## config.mk

```make
export PLATFORM = sky130hd
export DESIGN_NAME = i2c_master_transmit_status_fsm
export DESIGN_NICKNAME = d
export VERILOG_FILES = /design/src/hdl/twi_pkg.sv /design/src/hdl/i2c_master_transmit_status_fsm.sv
export SDC_FILE = /design/constraint.sdc
export NUM_CORES = 1
export LEC_CHECK = 0
export BUFFER_PORTS_ARGS = -buffer_cell sky130_fd_sc_hd__buf_4
export CAP_MARGIN = 20
export CORE_UTILIZATION = 51
export CTS_CLUSTER_DIAMETER = 80
export DETAILED_ROUTE_END_ITERATION = 8
export PLACE_DENSITY = 0.73
export SYNTH_ARGS = -nofsm -noshare
export SYNTH_HDL_FRONTEND = slang
export SYNTH_HIERARCHICAL = 1
export SYNTH_SLANG_ARGS = --single-unit
```

## constraint.sdc

```tcl
create_clock -name clk -period 3.39 [get_ports clk]
set_input_delay 0.1695 -clock clk [delete_from_list [all_inputs] [get_ports clk]]
set_output_delay 0.1695 -clock clk [all_outputs]
set_load 0.02 [all_outputs]
```

## src/hdl/twi_pkg.sv

```systemverilog
// shared constants and types for the two-wire controller send-mode block
`default_nettype none
package twi_pkg;
	// =====================================================================
	// timing
	localparam int         CLK_MHZ      = 20;
	localparam int         QUARTER_NS   = 500;
	// least time: round up to whole cycles
	localparam int         QUARTER_CYC  = (QUARTER_NS * CLK_MHZ + 999) / 1000;
	localparam logic [7:0] QUARTER_LAST = 8'(QUARTER_CYC - 1);
	// =====================================================================
	// status codes, low three bits always zero
	localparam logic [7:0] CODE_START     = 8'h08;
	localparam logic [7:0] CODE_RESTART   = 8'h10;
	localparam logic [7:0] CODE_ADDR_ACK  = 8'h18;
	localparam logic [7:0] CODE_ADDR_NACK = 8'h20;
	localparam logic [7:0] CODE_DATA_ACK  = 8'h28;
	localparam logic [7:0] CODE_DATA_NACK = 8'h30;
	localparam logic [7:0] CODE_ARB_LOST  = 8'h38;
	localparam logic [7:0] CODE_NONE      = 8'hF8;
	// =====================================================================
	// reset values and sizes
	localparam logic [7:0] DATA_RESET = 8'hFF;
	localparam logic [3:0] ACK_SLOT   = 4'h8;
	localparam int         DATA_W     = 8;
	localparam int         FIFO_DEPTH = 4;
	// =====================================================================
	// types
	typedef enum {S_IDLE, S_WAIT_FREE, S_START, S_BIT, S_HOLD, S_STOP, S_HANDOFF} fsm_t;
	typedef struct packed {
		logic start;
		logic stop;
		logic flag_clear;
		logic ack_en;
	} ctl_t;
	typedef struct packed {
		logic scl;
		logic sda;
	} line_t;
endpackage

`default_nettype wire

```

## src/hdl/i2c_master_transmit_status_fsm.sv

```systemverilog
// two-wire controller send-mode status machine with its transmit byte queue
// Notes on behaviour
// RULE1: start sent: flag set, code 0x08
// RULE2: repeated start sent: flag set, code 0x10
// RULE3: after start, flag clear sends address, samples ack
// RULE4: read address sent, then hand to receiver
// RULE5: address acknowledged: flag set, code 0x18
// RULE6: address not acknowledged: flag set, code 0x20
// RULE7: data acknowledged: flag set, code 0x28
// RULE8: data not acknowledged: flag set, code 0x30
// RULE9: arbitration lost sending: flag set, code 0x38
// RULE10: in completion codes, flag clear sends next byte
// RULE11: start with flag clear gives repeated start
// RULE12: stop with flag clear sends stop, self-clears
// RULE13: start plus stop: stop then start
// RULE14: lost, plain clear: release bus, go idle
// RULE15: lost, start: wait bus free, then start
// RULE16: software masks low status bits before compare
// RULE17: transfer held while done flag set
// RULE18: data write with flag low dropped, collision
`timescale 1ns/1ns
`default_nettype none

module twi_fifo #(
	parameter int W     = 8,
	parameter int DEPTH = 4
) (
	input  wire logic         clk,
	input  wire logic         reset,
	input  wire logic         in_valid,
	output logic              in_ready,
	input  wire logic [W-1:0] in_data,
	output logic              out_valid,
	input  wire logic         out_ready,
	output logic [W-1:0]      out_data,
	output logic              full
);
	localparam int AW = (DEPTH > 1) ? $clog2(DEPTH) : 1;
	logic [W-1:0]  mem_reg [DEPTH];
	logic [AW-1:0] wr_ptr_reg;
	logic [AW-1:0] rd_ptr_reg;
	logic [AW:0]   count_reg;
	logic          full_reg;
	logic          empty_reg;
	wire           push = in_valid && !full_reg;
	wire           pop  = out_ready && !empty_reg;
	wire [AW:0]    count_next = count_reg + (AW+1)'(push) - (AW+1)'(pop);

	function automatic logic [AW-1:0] wrap(input logic [AW-1:0] p);
		wrap = (p == AW'(DEPTH - 1)) ? '0 : p + 1'b1;
	endfunction

	assign in_ready  = !full_reg;
	assign out_valid = !empty_reg;
	assign out_data  = mem_reg[rd_ptr_reg];
	assign full      = full_reg;

	always_ff @(posedge clk or posedge reset) begin
		if (reset) begin
			wr_ptr_reg <= '0;
			rd_ptr_reg <= '0;
			count_reg  <= '0;
			full_reg   <= 1'b0;
			empty_reg  <= 1'b1;
		end else begin
			if (push) wr_ptr_reg <= wrap(wr_ptr_reg);
			if (pop) rd_ptr_reg <= wrap(rd_ptr_reg);
			count_reg <= count_next;
			full_reg  <= (count_next == (AW+1)'(DEPTH));
			empty_reg <= (count_next == '0);
		end
	end

	always_ff @(posedge clk) begin
		if (push) mem_reg[wr_ptr_reg] <= in_data;
	end
endmodule

module i2c_master_transmit_status_fsm (
	input  wire logic           clk,
	input  wire logic           reset,
	input  wire logic           ctl_wr,
	input  wire twi_pkg::ctl_t  ctl,
	input  wire logic           data_wr,
	input  wire logic [7:0]     data_in,
	input  wire twi_pkg::line_t line_in,
	output wire twi_pkg::line_t line_out,
	output wire twi_pkg::line_t line_oe,
	output wire logic [7:0]     bus_status_register,
	output wire logic [7:0]     bus_data_register,
	output wire logic           transfer_done,
	output wire logic           write_collision_flag,
	output wire logic           halt_request_bit,
	output wire logic           begin_condition_bit,
	output wire logic           ack_enable_bit,
	output wire logic           controller_receive_mode,
	output wire logic           data_full
);
	// =====================================================================
	// state
	twi_pkg::fsm_t state_reg, state_next;
	logic [7:0] q_reg, q_next, status_reg, status_next, shift_reg, shift_next;
	logic [7:0] data_hold_reg, data_hold_next;
	logic [1:0] ph_reg, ph_next;
	logic [3:0] bit_cnt_reg, bit_cnt_next;
	logic is_addr_reg, is_addr_next, rd_reg, rd_next, owned_reg, owned_next;
	logic restart_reg, restart_next, scl_drv_reg, scl_drv_next, sda_drv_reg, sda_drv_next;
	logic flag_reg, flag_next, coll_reg, coll_next, halt_reg, halt_next;
	logic begin_reg, begin_next, ack_en_reg, ack_en_next, rx_mode_reg, rx_mode_next;
	logic busy_reg, scl_m, scl_s, sda_m, sda_s, sda_d, pop;
	logic fifo_valid, fifo_full;
	logic [7:0] fifo_data;

	function automatic logic done_code(input logic [7:0] s);
		done_code = (s == twi_pkg::CODE_ADDR_ACK) || (s == twi_pkg::CODE_ADDR_NACK) ||
			(s == twi_pkg::CODE_DATA_ACK) || (s == twi_pkg::CODE_DATA_NACK);
	endfunction

	function automatic logic addr_code(input logic [7:0] s);
		addr_code = (s == twi_pkg::CODE_START) || (s == twi_pkg::CODE_RESTART);
	endfunction

	// =====================================================================
	// decode
	wire timed     = (state_reg == twi_pkg::S_START) || (state_reg == twi_pkg::S_BIT) ||
		(state_reg == twi_pkg::S_STOP);
	// a target holding the clock low stretches the high phases
	wire stretch   = ph_reg[1] && !scl_drv_reg && !scl_s;
	wire tick      = timed && !stretch && (q_reg == twi_pkg::QUARTER_LAST);
	wire bit_end   = tick && (ph_reg == 2'd3);
	wire ack_end   = bit_end && (state_reg == twi_pkg::S_BIT) && (bit_cnt_reg == twi_pkg::ACK_SLOT);
	wire lost      = bit_end && (state_reg == twi_pkg::S_BIT) && (bit_cnt_reg != twi_pkg::ACK_SLOT) &&
		!sda_drv_reg && !sda_s;
	wire clear_wr  = ctl_wr && ctl.flag_clear;
	wire in_hold   = (state_reg == twi_pkg::S_HOLD) && clear_wr;
	wire [7:0] next_byte = fifo_valid ? fifo_data : data_hold_reg;
	wire accept_wr = data_wr && flag_reg;

	twi_fifo #(.W(twi_pkg::DATA_W), .DEPTH(twi_pkg::FIFO_DEPTH)) i_twi_fifo (
		.clk       (clk),
		.reset     (reset),
		.in_valid  (accept_wr),
		.in_ready  (),
		.in_data   (data_in),
		.out_valid (fifo_valid),
		.out_ready (pop),
		.out_data  (fifo_data),
		.full      (fifo_full)
	);

	assign line_out               = '0;
	assign line_oe                = '{scl: scl_drv_reg, sda: sda_drv_reg};
	assign bus_status_register    = status_reg;
	assign bus_data_register      = data_hold_reg;
	assign transfer_done          = flag_reg;
	assign write_collision_flag   = coll_reg;
	assign halt_request_bit       = halt_reg;
	assign begin_condition_bit    = begin_reg;
	assign ack_enable_bit         = ack_en_reg;
	assign controller_receive_mode = rx_mode_reg;
	assign data_full              = fifo_full;

	// =====================================================================
	// next state
	always_comb begin
		state_next = state_reg;
		q_next = timed && !tick && !stretch ? q_reg + 8'h01 : (stretch ? q_reg : 8'h00);
		ph_next = tick ? ph_reg + 2'd1 : ph_reg;
		status_next = status_reg;
		shift_next = shift_reg;
		data_hold_next = data_hold_reg;
		bit_cnt_next = bit_cnt_reg;
		is_addr_next = is_addr_reg;
		rd_next = rd_reg;
		owned_next = owned_reg;
		restart_next = restart_reg;
		scl_drv_next = scl_drv_reg;
		sda_drv_next = sda_drv_reg;
		rx_mode_next = rx_mode_reg;
		halt_next = halt_reg;
		pop = 1'b0;
		flag_next = clear_wr ? 1'b0 : flag_reg;
		// a write with the flag low is refused; a later good write clears it
		coll_next = (data_wr && !flag_reg) ? 1'b1 : (accept_wr ? 1'b0 : coll_reg); // [RULE18]
		unique case (state_reg)
			twi_pkg::S_IDLE: begin
				if (ctl_wr && ctl.start) state_next = twi_pkg::S_WAIT_FREE;
			end
			twi_pkg::S_WAIT_FREE: begin
				ph_next = 2'd0;
				if (!busy_reg) state_next = twi_pkg::S_START; // [RULE15]
			end
			twi_pkg::S_START: begin
				if (tick) begin
					unique case (ph_reg)
						2'd0: scl_drv_next = 1'b0;
						2'd1: sda_drv_next = 1'b1;
						2'd2: scl_drv_next = 1'b1;
						2'd3: begin
							flag_next = 1'b1;
							status_next = owned_reg ? twi_pkg::CODE_RESTART : twi_pkg::CODE_START; // [RULE1] [RULE2]
							owned_next = 1'b1;
							state_next = twi_pkg::S_HOLD;
						end
					endcase
				end
			end
			twi_pkg::S_BIT: begin
				if (tick) begin
					unique case (ph_reg)
						// data changes only while the clock is low
						2'd0: sda_drv_next = (bit_cnt_reg == twi_pkg::ACK_SLOT) ? 1'b0 : !shift_reg[7];
						2'd1: scl_drv_next = 1'b0;
						2'd2: ;
						2'd3: begin
							scl_drv_next = 1'b1;
							shift_next = {shift_reg[6:0], 1'b0};
							bit_cnt_next = bit_cnt_reg + 4'h1;
							if (lost) begin
								scl_drv_next = 1'b0;
								sda_drv_next = 1'b0;
								owned_next = 1'b0;
								flag_next = 1'b1;
								status_next = twi_pkg::CODE_ARB_LOST; // [RULE9]
								state_next = twi_pkg::S_HOLD;
							end else if (ack_end && is_addr_reg && rd_reg) begin
								rx_mode_next = 1'b1; // [RULE4]
								state_next = twi_pkg::S_HANDOFF;
							end else if (ack_end) begin
								flag_next = 1'b1;
								state_next = twi_pkg::S_HOLD;
								if (is_addr_reg)
									status_next = sda_s ? twi_pkg::CODE_ADDR_NACK : twi_pkg::CODE_ADDR_ACK; // [RULE5] [RULE6]
								else
									status_next = sda_s ? twi_pkg::CODE_DATA_NACK : twi_pkg::CODE_DATA_ACK; // [RULE7] [RULE8]
							end
						end
					endcase
				end
			end
			twi_pkg::S_HOLD: begin
				// the bus stays frozen, clock held low (released after a lost arbitration), until the flag is cleared
				ph_next = 2'd0; // [RULE17]
				if (in_hold) begin
					status_next = twi_pkg::CODE_NONE;
					if (status_reg == twi_pkg::CODE_ARB_LOST) begin
						state_next = ctl.start ? twi_pkg::S_WAIT_FREE : twi_pkg::S_IDLE; // [RULE14] [RULE15]
					end else if (done_code(status_reg) && ctl.stop) begin
						restart_next = ctl.start; // [RULE12] [RULE13]
						sda_drv_next = 1'b1;
						state_next = twi_pkg::S_STOP;
					end else if (done_code(status_reg) && ctl.start) begin
						state_next = twi_pkg::S_START; // [RULE11]
					end else if (addr_code(status_reg) || done_code(status_reg)) begin
						pop = fifo_valid;
						data_hold_next = next_byte;
						shift_next = next_byte;
						bit_cnt_next = 4'h0;
						is_addr_next = addr_code(status_reg); // [RULE3] [RULE10]
						rd_next = next_byte[0];
						state_next = twi_pkg::S_BIT;
					end
				end
			end
			twi_pkg::S_STOP: begin
				if (tick) begin
					unique case (ph_reg)
						2'd0: ;
						2'd1: scl_drv_next = 1'b0;
						2'd2: sda_drv_next = 1'b0;
						2'd3: begin
							owned_next = 1'b0;
							halt_next = 1'b0; // [RULE12]
							state_next = restart_reg ? twi_pkg::S_WAIT_FREE : twi_pkg::S_IDLE; // [RULE13]
						end
					endcase
				end
			end
			twi_pkg::S_HANDOFF: begin
				ph_next = 2'd0;
				if (clear_wr && ctl.stop) begin
					rx_mode_next = 1'b0;
					restart_next = ctl.start;
					sda_drv_next = 1'b1;
					state_next = twi_pkg::S_STOP;
				end
			end
		endcase
		// software writes win over the hardware self-clear
		begin_next = ctl_wr ? ctl.start : begin_reg;
		ack_en_next = ctl_wr ? ctl.ack_en : ack_en_reg;
		if (ctl_wr && ctl.stop) halt_next = 1'b1;
	end

	// =====================================================================
	// registers
	always_ff @(posedge clk or posedge reset) begin
		if (reset) begin
			state_reg <= twi_pkg::S_IDLE;
			{q_reg, shift_reg} <= '0;
			status_reg <= twi_pkg::CODE_NONE;
			data_hold_reg <= twi_pkg::DATA_RESET;
			{ph_reg, bit_cnt_reg, is_addr_reg, rd_reg, owned_reg, restart_reg} <= '0;
			{scl_drv_reg, sda_drv_reg, flag_reg, coll_reg, halt_reg} <= '0;
			{begin_reg, ack_en_reg, rx_mode_reg} <= '0;
			{scl_m, scl_s, sda_m, sda_s, sda_d, busy_reg} <= 6'h3E;
		end else begin
			state_reg <= state_next;
			{q_reg, shift_reg, status_reg, data_hold_reg} <= {q_next, shift_next, status_next, data_hold_next};
			{ph_reg, bit_cnt_reg, is_addr_reg, rd_reg} <= {ph_next, bit_cnt_next, is_addr_next, rd_next};
			{owned_reg, restart_reg, scl_drv_reg, sda_drv_reg} <= {owned_next, restart_next, scl_drv_next, sda_drv_next};
			{flag_reg, coll_reg, halt_reg} <= {flag_next, coll_next, halt_next};
			{begin_reg, ack_en_reg, rx_mode_reg} <= {begin_next, ack_en_next, rx_mode_next};
			{scl_m, scl_s, sda_m, sda_s, sda_d} <= {line_in.scl, scl_m, line_in.sda, sda_m, sda_s};
			// start and stop seen on the wire mark the bus busy or free
			if (scl_s && sda_d && !sda_s) busy_reg <= 1'b1;
			else if (scl_s && !sda_d && sda_s) busy_reg <= 1'b0;
		end
	end
endmodule

`default_nettype wire

```

==> results.json, run 1 <==
{
  "slowest_delay_ns": 0.66,
  "worstPathRequired_ns": 3.65,
  "wl_per_cell_um": 16.4,
  "routed_wl_um": 9850,
  "final_util_pct": 60.9,
  "grt_pass1_vias": 3316,
  "vias": 3406,
  "tns_ns": 0,
  "syn_area_per_cell_um2": 11.8,
  "endpoint_kind": "flip-flop",
  "grt_overflow": 0,
  "skew_ns": 0.00861,
  "status": "complete, no violations",
  "die_w_um": 100,
  "switching_share_pct": 37.1,
  "hpwl_um": 7030,
  "path_class": "flip-flop to flip-flop",
  "setup_viol_count_final": 0,
  "drt_iter0_drc": 208,
  "syn_area_um2": 4910,
  "fin_ws_ns": 0.219,
  "grt_pass1_wl_um": 16400,
  "largest_reg_flops": 32,
  "final_layout_size_suffix_gt1_share_pct": 27.8,
  "fillers": 747,
  "coreArea_um2": 9280,
  "place_congestion": 0.852,
  "pwr-share-comb_pct": 35.5,
  "critPathArrivalTime_ns": 3.43,
  "relSlewSlack_pct": 48.7,
  "grt_use_total_pct": 21.4,
  "fin_crit_sh_pct": 93.5,
  "initial_core_util_pct": 52.9,
  "worst_pin_slew_ns": 0.770,
  "ios": 45,
  "place_area_um2": 5300,
  "num_antenna_cells": 0,
  "min_path_type": "primary input to flip-flop",
  "slowest_stage": "dfstp_2",
  "rsz0062_at_grt": "false",
  "ys_warn_count": 6,
  "max-vdd-ir-drop_uv": 359,
  "cp_max_fo": 12,
  "area_delta_synth_final_pct": 15.1,
  "power_density_nw_per_um2": 675,
  "clockRootBuffer": "clkbuf_8",
  "post-cts-setup-buffers": 0,
  "drc": 0,
  "period_minus_slack_ns": 3.17,
  "h-tree-depth": 3,
  "die_y_um": 100,
  "preCtsSetupSlack_ns": 0.145,
  "clk_pin_slew_worst_paths_ns": 0.10,
  "p_clk_share_pct": 19.9,
  "antenna_found_initial": 0,
  "max_freq_mhz": 315,
  "cts_tree": "yes",
  "via_per_inst": 5.68,
  "dieArea_um2": 10000,
  "grt_max_degree": 49,
  "fin_nets": 501,
  "slew_viol_final": 0,
  "crit_chain": "nor3_1 > a211oi_1 > and4_2 > nand2_1 > inv_1 > nor2b_2 > ha_1 > inv_1 > ha_1 > inv_1 > fa_1 > xor3_1 > nor3b_2",
  "clock_latency_ns": 0.37,
  "hold_viol": 0,
  "synth_cells": 416,
  "cts_buffers": 9,
  "rows": 35,
  "maxCapViolations": 0,
  "ctsLongestPathBuffers": 2,
  "drtPass1Iterations": 5,
  "critPathLaunchType": "flip-flop",
  "antenna_left": 0,
  "sequentialPowerShare_pct": 44.6,
  "cp_common_cell": "inv_1",
  "p_sw_mw": 1.42,
  "p_int_mw": 2.40,
  "ff2ff_setup_slack_ns": 0.22,
  "leakage_nw": 2.36,
  "port_buffers": 39,
  "cts.sinks": 96,
  "stdcell_area_um2": 5650
}
-- per-stage QoR --
stage / cells / total power [mW] / hold WS, ns
global placement: 571 / 3.00 / 0.166
CTS: 599 / 3.84 / 0.0181
detailed placement: 571 / 3.06 / 0.174
global route: 600 / 4.07 / 0.0224
floorplan: 420 / 2.68 / -0.00330
finish: 600 / 3.82 / 0.0284
-- path summary, 6_finish.rpt --
kind,start,end,cells past startpoint
worst max-delay path,bus_status_register[5],i_twi_fifo/full,13
worst min-delay path,ctl[0],ack_enable_bit,2
worst max register to register,bus_status_register[5],i_twi_fifo/full,13
worst min register to register,sda_m,sda_s,0
max in group asynchronous,reset,bus_data_register[7],5
min in group asynchronous,reset,write_collision_flag,3
-- power by group through the flow --
stage | Clock [mW] | Sequential, mW | Combinational (mW)
CTS | 0.778 | 1.70 | 1.36
global route | 0.835 | 1.74 | 1.49
floorplan | 0 | 1.68 | 1.00
finish | 0.760 | 1.70 | 1.36
global placement | 0 | 1.71 | 1.29
detailed placement | 0 | 1.72 | 1.34
-- layout by cell type (no fill, tap or decap), types with 5 or more instances in the layout --
cell	n
buf_4	47
dfrtp_1	46
o21ai_0	36
edfxtp_1	32
nand2_1	29
inv_1	24
mux2_2	23
nor2_1	19
dfstp_2	18
ha_1	16
a21oi_1	13
dlygate4sd3_1	12
nand3_1	10
and2_1	9
nand2b_1	9
mux2i_1	9
clkbuf_8	9
mux4_2	8
nor3_1	6
o31ai_1	6
or4_1	5
conb_1	5
-- repair_timing --
action	in CTS	in global routing
setup endpoints to repair	0	2
gates resized for setup	0	2
endpoints found under the hold margin	43	0
hold buffers	12	0
-- per-layer routing --
layer / vias up / track usage, % / routed length, um
met5: - / 0 / 0
met4: 0 / 7.69 / 161
met3: 15 / 4.18 / 526
met2: 113 / 34.6 / 4900
met1: 1671 / 28.9 / 4270
li1: 1607 / - / -
-- critical path: cells and delay by family, from the launching register on --
kind,cells,cell delay [ns]
buffers and inverters,3,0.19
adder cells (fa/ha/maj),3,0.78
AO/OA/AOI/OAI,1,0.30
XOR/XNOR,1,0.22
flip-flops,1,0.66
AND/OR/NAND/NOR,5,0.91
-- layout make-up --
class / instances / area, um^2 / area share (%)
Sequential cell: 96 / 2580 / 45.7
Multi-Input combinational cell: 274 / 2110 / 37.4
Timing Repair Buffer: 60 / 493 / 8.72
Tap cell: 129 / 161 / 2.86
Clock buffer: 9 / 124 / 2.19
Inverter: 25 / 93.8 / 1.66
Clock inverter: 7 / 78.8 / 1.40
(Power assumes the default switching activity.)
==> run 2: changes to the inputs <==
--- a/config.mk
+++ b/config.mk
@@ -10,6 +10,7 @@
 export CORE_UTILIZATION = 51
 export CTS_CLUSTER_DIAMETER = 80
 export DETAILED_ROUTE_END_ITERATION = 8
+export MAX_ROUTING_LAYER = met4
 export PLACE_DENSITY = 0.73
 export SYNTH_ARGS = -nofsm -noshare
 export SYNTH_HDL_FRONTEND = slang
==> run 2 against run 1 <==
Effect of this change:
- combinational power hardly changed
- non-clock buffer count rose by 2
- via count shrank 1.1%
- sequential power barely moved
- wire length down 2.1%
- critical path depth increased by 1
- cell count is 0.33% higher
- fmax down 1.2%
- critical path type unchanged
==> results.json, run 2 (same netlist as run 1, synthesis figures left out) <==
{
  "status": "complete, no violations",
  "fin_nets": 503,
  "hold_end": "ack_enable_bit",
  "critPathArrivalTime_ns": 3.46,
  "maxCapViolations": 0,
  "skew_ns": 0.0146,
  "whs_ns": 0.0339,
  "final_util_pct": 61.1,
  "relSlewSlack_pct": 50.4,
  "wl_per_cell_um": 16.0,
  "worstPathRequired_ns": 3.64,
  "pwr-share-comb_pct": 36.0,
  "port_buffers": 39,
  "hold_viol": 0,
  "grt_pass1_wl_um": 16200,
  "place_congestion": 0.858,
  "hpwl_um": 6820,
  "tns_ns": 0,
  "largest_reg_flops": 32,
  "endpoint_kind": "flip-flop",
  "drc": 0,
  "min_path_type": "primary input to flip-flop",
  "ff2ff_setup_slack_ns": 0.18,
  "fin_ws_ns": 0.181,
  "path_class": "flip-flop to flip-flop",
  "p_clk_share_pct": 20.2,
  "die_w_um": 100,
  "routed_wl_um": 9650,
  "grt_max_degree": 32,
  "ios": 45,
  "via_per_inst": 5.60,
  "initial_core_util_pct": 52.9,
  "area_delta_synth_final_pct": 15.5,
  "preCtsSetupSlack_ns": 0.187,
  "leakage_nw": 2.37,
  "slew_viol_final": 0,
  "grt_pass1_vias": 3332,
  "vias": 3370,
  "rsz0062_at_grt": "false",
  "grt_overflow": 0,
  "critPathLaunchType": "flip-flop",
  "coreArea_um2": 9280,
  "dieArea_um2": 10000,
  "max_freq_mhz": 312,
  "drtPass1Iterations": 5,
  "clockRootBuffer": "clkbuf_8",
  "clock_latency_ns": 0.37,
  "hold_depth": 2,
  "cts_buffers": 9,
  "antenna_found_initial": 0,
  "ctsLongestPathBuffers": 2,
  "drt_iter0_drc": 170,
  "p_int_mw": 2.43,
  "clk_pin_slew_worst_paths_ns": 0.11,
  "cts_tree": "yes",
  "cp_max_fo": 7,
  "max-vdd-ir-drop_uv": 316,
  "worst_pin_slew_ns": 0.744,
  "setup_viol_count_final": 0,
  "fin_crit_sh_pct": 94.7,
  "reg2reg_depth": 14,
  "place_area_um2": 5300,
  "stdcell_area_um2": 5670,
  "final_layout_size_suffix_gt1_share_pct": 28.1,
  "sequentialPowerShare_pct": 43.7,
  "period_minus_slack_ns": 3.21,
  "antenna_left": 0,
  "num_antenna_cells": 0,
  "min_from": "ctl[0]",
  "power_density_nw_per_um2": 681,
  "final_common_cell": "buf_4",
  "h-tree-depth": 3,
  "cts.sinks": 96,
  "rows": 35,
  "die_y_um": 100,
  "worstReg2RegEnd": "i_twi_fifo/full",
  "switching_share_pct": 37.0,
  "p_sw_mw": 1.43,
  "r2r-start": "bus_status_register[5]",
  "grt_use_total_pct": 21.4,
  "final_cell_mix": "buf_4, dfrtp_1, o21ai_0"
}
==> run 2: how the worst max path moves through the flow <==
stage	from	to	slack, ns	cells past startpoint
2_1_floorplan	bus_status_register[5]	i_twi_fifo/full	0.05	14
3_3_place_gp	bus_status_register[5]	i_twi_fifo/full	0.31	13
3_5_place_dp	bus_status_register[5]	i_twi_fifo/full	0.19	13
4_1_cts	bus_status_register[5]	i_twi_fifo/full	0.14	13
5_1_grt	bus_status_register[5]	i_twi_fifo/full	0.006	14
6_report	bus_status_register[5]	i_twi_fifo/full	0.18	14
==> run 2: worst max-delay path, cell delays in order (launching register included) <==
cell      delay [ns]
dfstp_2         0.60
buf_4           0.14
a21boi_0        0.26
o211ai_1        0.17
and4_2          0.30
nand2_1         0.09
inv_1           0.04
nor2b_1         0.15
ha_1            0.29
inv_1           0.06
ha_1            0.15
inv_1           0.06
fa_1            0.40
xor3_1          0.22
nor3b_2         0.17
==> run 2: repair_timing <==
action	4_1_cts	5_1_grt
hold endpoints to repair	68	0
setup endpoints to repair	0	2
hold buffers	12	0
setup buffers	0	3
gates resized for setup	0	2
==> run 2: cell type report <==
| cell class | count | area [um^2] |
|---|---|---|
| clock buffer | 9 | 124 |
| clock inverter | 7 | 91.3 |
| fill | 734 | 3620 |
| inverter | 25 | 93.8 |
| multi-input combinational | 274 | 2120 |
| sequential | 96 | 2580 |
| tap | 129 | 161 |
| timing repair buffer | 62 | 495 |
==> run 2: per-stage QoR <==
stage | std cells | power (mW)
detailed placement | 571 | 3.05
finish | 602 | 3.86
CTS | 599 | 3.85
global route | 602 | 4.12
global placement | 571 | 3.00
floorplan | 420 | 2.68
==> run 2: power groups by stage <==
stage          clock [mW]  combinational (mW)  sequential [mW]
2_1_floorplan           0                1.00             1.68
3_3_place_gp            0                1.30             1.71
3_5_place_dp            0                1.33             1.72
4_1_cts             0.806                1.35             1.70
5_1_grt             0.849                1.53             1.73
6_report            0.780                1.39             1.69
==> run 2: metal layers <==
metal,global-route usage [%],vias to the layer above,part of all wire [%]
li1,-,1616,-
met1,28.6,1642,46
met2,34.2,103,49
met3,3.76,9,4.2
met4,5.57,0,0.81
met5,-,-,0
==> run 3: changes to the inputs <==
--- a/config.mk
+++ b/config.mk
@@ -11,7 +11,7 @@
 export CTS_CLUSTER_DIAMETER = 80
 export DETAILED_ROUTE_END_ITERATION = 8
 export MAX_ROUTING_LAYER = met4
-export PLACE_DENSITY = 0.73
+export PLACE_DENSITY = 0.74
 export SYNTH_ARGS = -nofsm -noshare
 export SYNTH_HDL_FRONTEND = slang
 export SYNTH_HIERARCHICAL = 1
==> run 3 against run 2 <==
Effect of this change:
- via count about the same
- die area unchanged
- non-clock buffer count decreased by 1
- power decreased by 0.71%
- register-to-register slack improved by 0.03 ns
- clock power decreased by 2.7%
- setup slack improved by 0.033 ns
- critical path depth decreased by 1
- wire length decreased by 0.16%
==> results.json, run 3 (same netlist as run 1, synthesis figures left out) <==
{
  "status": "complete, no violations",
  "grt_pass1_vias": 3339,
  "ctsLongestPathBuffers": 2,
  "die_w_um": 100,
  "max_freq_mhz": 315,
  "met2_length_um": 4850,
  "dieArea_um2": 10000,
  "drc": 0,
  "fin_nets": 502,
  "routed_wl_um": 9630,
  "drt-met1-wl_um": 4300,
  "met3_length_um": 341,
  "h-tree-depth": 3,
  "antenna_found_initial": 0,
  "drt_iter0_drc": 185,
  "hpwl_um": 6920,
  "area_delta_synth_final_pct": 15.0,
  "crit_chain": "nor3_1 > a211oi_1 > and4_1 > nand2_1 > inv_1 > nor2b_2 > ha_1 > inv_1 > ha_1 > inv_1 > fa_1 > xor3_1 > nor3b_2",
  "endpoint_kind": "flip-flop",
  "clk_pin_slew_worst_paths_ns": 0.11,
  "grt_overflow": 0,
  "num_antenna_cells": 0,
  "via_per_inst": 5.61,
  "min_path_type": "primary input to flip-flop",
  "cts_tree": "yes",
  "cp_num_buf_inv": 3,
  "ios": 45,
  "cp_max_fo": 9,
  "clock_latency_ns": 0.37,
  "cp_common_cell": "inv_1",
  "vias": 3369,
  "port_buffers": 39,
  "power_density_nw_per_um2": 679,
  "cts.sinks": 96,
  "rsz0062_at_grt": "false",
  "fin_ws_ns": 0.214,
  "grt_pass1_wl_um": 16100,
  "final_layout_size_suffix_gt1_share_pct": 27.8,
  "hold_viol": 0,
  "final_cell_mix": "buf_4, dfrtp_1, o21ai_0",
  "slew_viol_final": 0,
  "drtPass1Iterations": 4,
  "period_minus_slack_ns": 3.18,
  "power.total_mw": 3.83,
  "die_y_um": 100,
  "coreArea_um2": 9280,
  "crit_family": "simple AND/OR/NAND/NOR gates",
  "cts_buffers": 9,
  "initial_core_util_pct": 52.9,
  "fin_crit_sh_pct": 93.7,
  "grt_max_degree": 44,
  "max-vdd-ir-drop_uv": 326,
  "skew_ns": 0.0109,
  "setup_viol_count_final": 0,
  "relSlewSlack_pct": 41.2,
  "wl_per_cell_um": 16.0,
  "antenna_left": 0,
  "routed.top_layer": "met4",
  "path_class": "flip-flop to flip-flop",
  "tns_ns": 0,
  "worst_pin_slew_ns": 0.880,
  "largest_reg_flops": 32,
  "slowest_stage": "dfstp_2",
  "rows": 35,
  "whs_ns": 0.0330,
  "slowest_delay_ns": 0.65,
  "critPathArrivalTime_ns": 3.43,
  "final_common_cell": "buf_4",
  "worstPathRequired_ns": 3.65,
  "leakage_nw": 2.36,
  "final_util_pct": 60.8,
  "maxCapViolations": 0,
  "preCtsSetupSlack_ns": 0.140,
  "clockRootBuffer": "clkbuf_8",
  "place_congestion": 0.853,
  "grt_use_total_pct": 21.5,
  "critPathLaunchType": "flip-flop"
}
run 3: area by class of cell:
cell class	instances	area, um^2
clock inverter	7	80.1
clock buffer	9	124
fill	732	3640
tap	129	161
timing repair buffer	61	488
multi-input combinational	274	2110
sequential	96	2580
inverter	25	93.8
run 3: path summary, 6_finish.rpt:
kind | start | slack (ns) | to | cells past startpoint
min | ctl[0] | 0.03 | ack_enable_bit | 2
min in group asynchronous | reset | 0.31 | i_twi_fifo/rd_ptr_reg[1] | 3
max | bus_status_register[4] | 0.21 | i_twi_fifo/full | 13
max reg2reg | bus_status_register[4] | 0.21 | i_twi_fifo/full | 13
max in group asynchronous | reset | 2.07 | bus_status_register[3] | 4
min reg2reg | sda_m | 0.36 | sda_s | 0
run 3: power by group:
group	internal, mW	total (mW)	leakage, nW	switching [mW]
clock	0.295	0.759	0.0998	0.464
combinational	0.657	1.37	1.20	0.716
sequential	1.46	1.70	1.06	0.240
total	2.41	3.83	2.36	1.42
run 3: layer usage:
layer | vias up | global-route usage, %
met5 | - | -
met4 | 0 | 8.36
met3 | 14 | 3.06
met2 | 79 | 34.5
met1 | 1672 | 27.9
li1 | 1604 | -
run 3: metrics by stage:
| step | area, um^2 | std cells |
|---|---|---|
| floorplan | 4920 | 420 |
| global placement | 5300 | 571 |
| detailed placement | 5300 | 571 |
| CTS | 5630 | 599 |
| global route | 5650 | 601 |
| finish | 5650 | 601 |
run 3: worst reg2reg max path: stages, from the launching register on:
cell,delay [ns]
dfstp_2,0.65
nor3_1,0.12
a211oi_1,0.29
and4_1,0.34
nand2_1,0.10
inv_1,0.08
nor2b_2,0.21
ha_1,0.26
inv_1,0.06
ha_1,0.14
inv_1,0.05
fa_1,0.39
xor3_1,0.22
nor3b_2,0.17
run 3: what timing repair did:
item,in CTS,in global routing
resized for setup,0,1
endpoints found under the hold margin,43,0
hold buffers,12,0
endpoints found under the setup margin,0,2
setup buffers,0,2
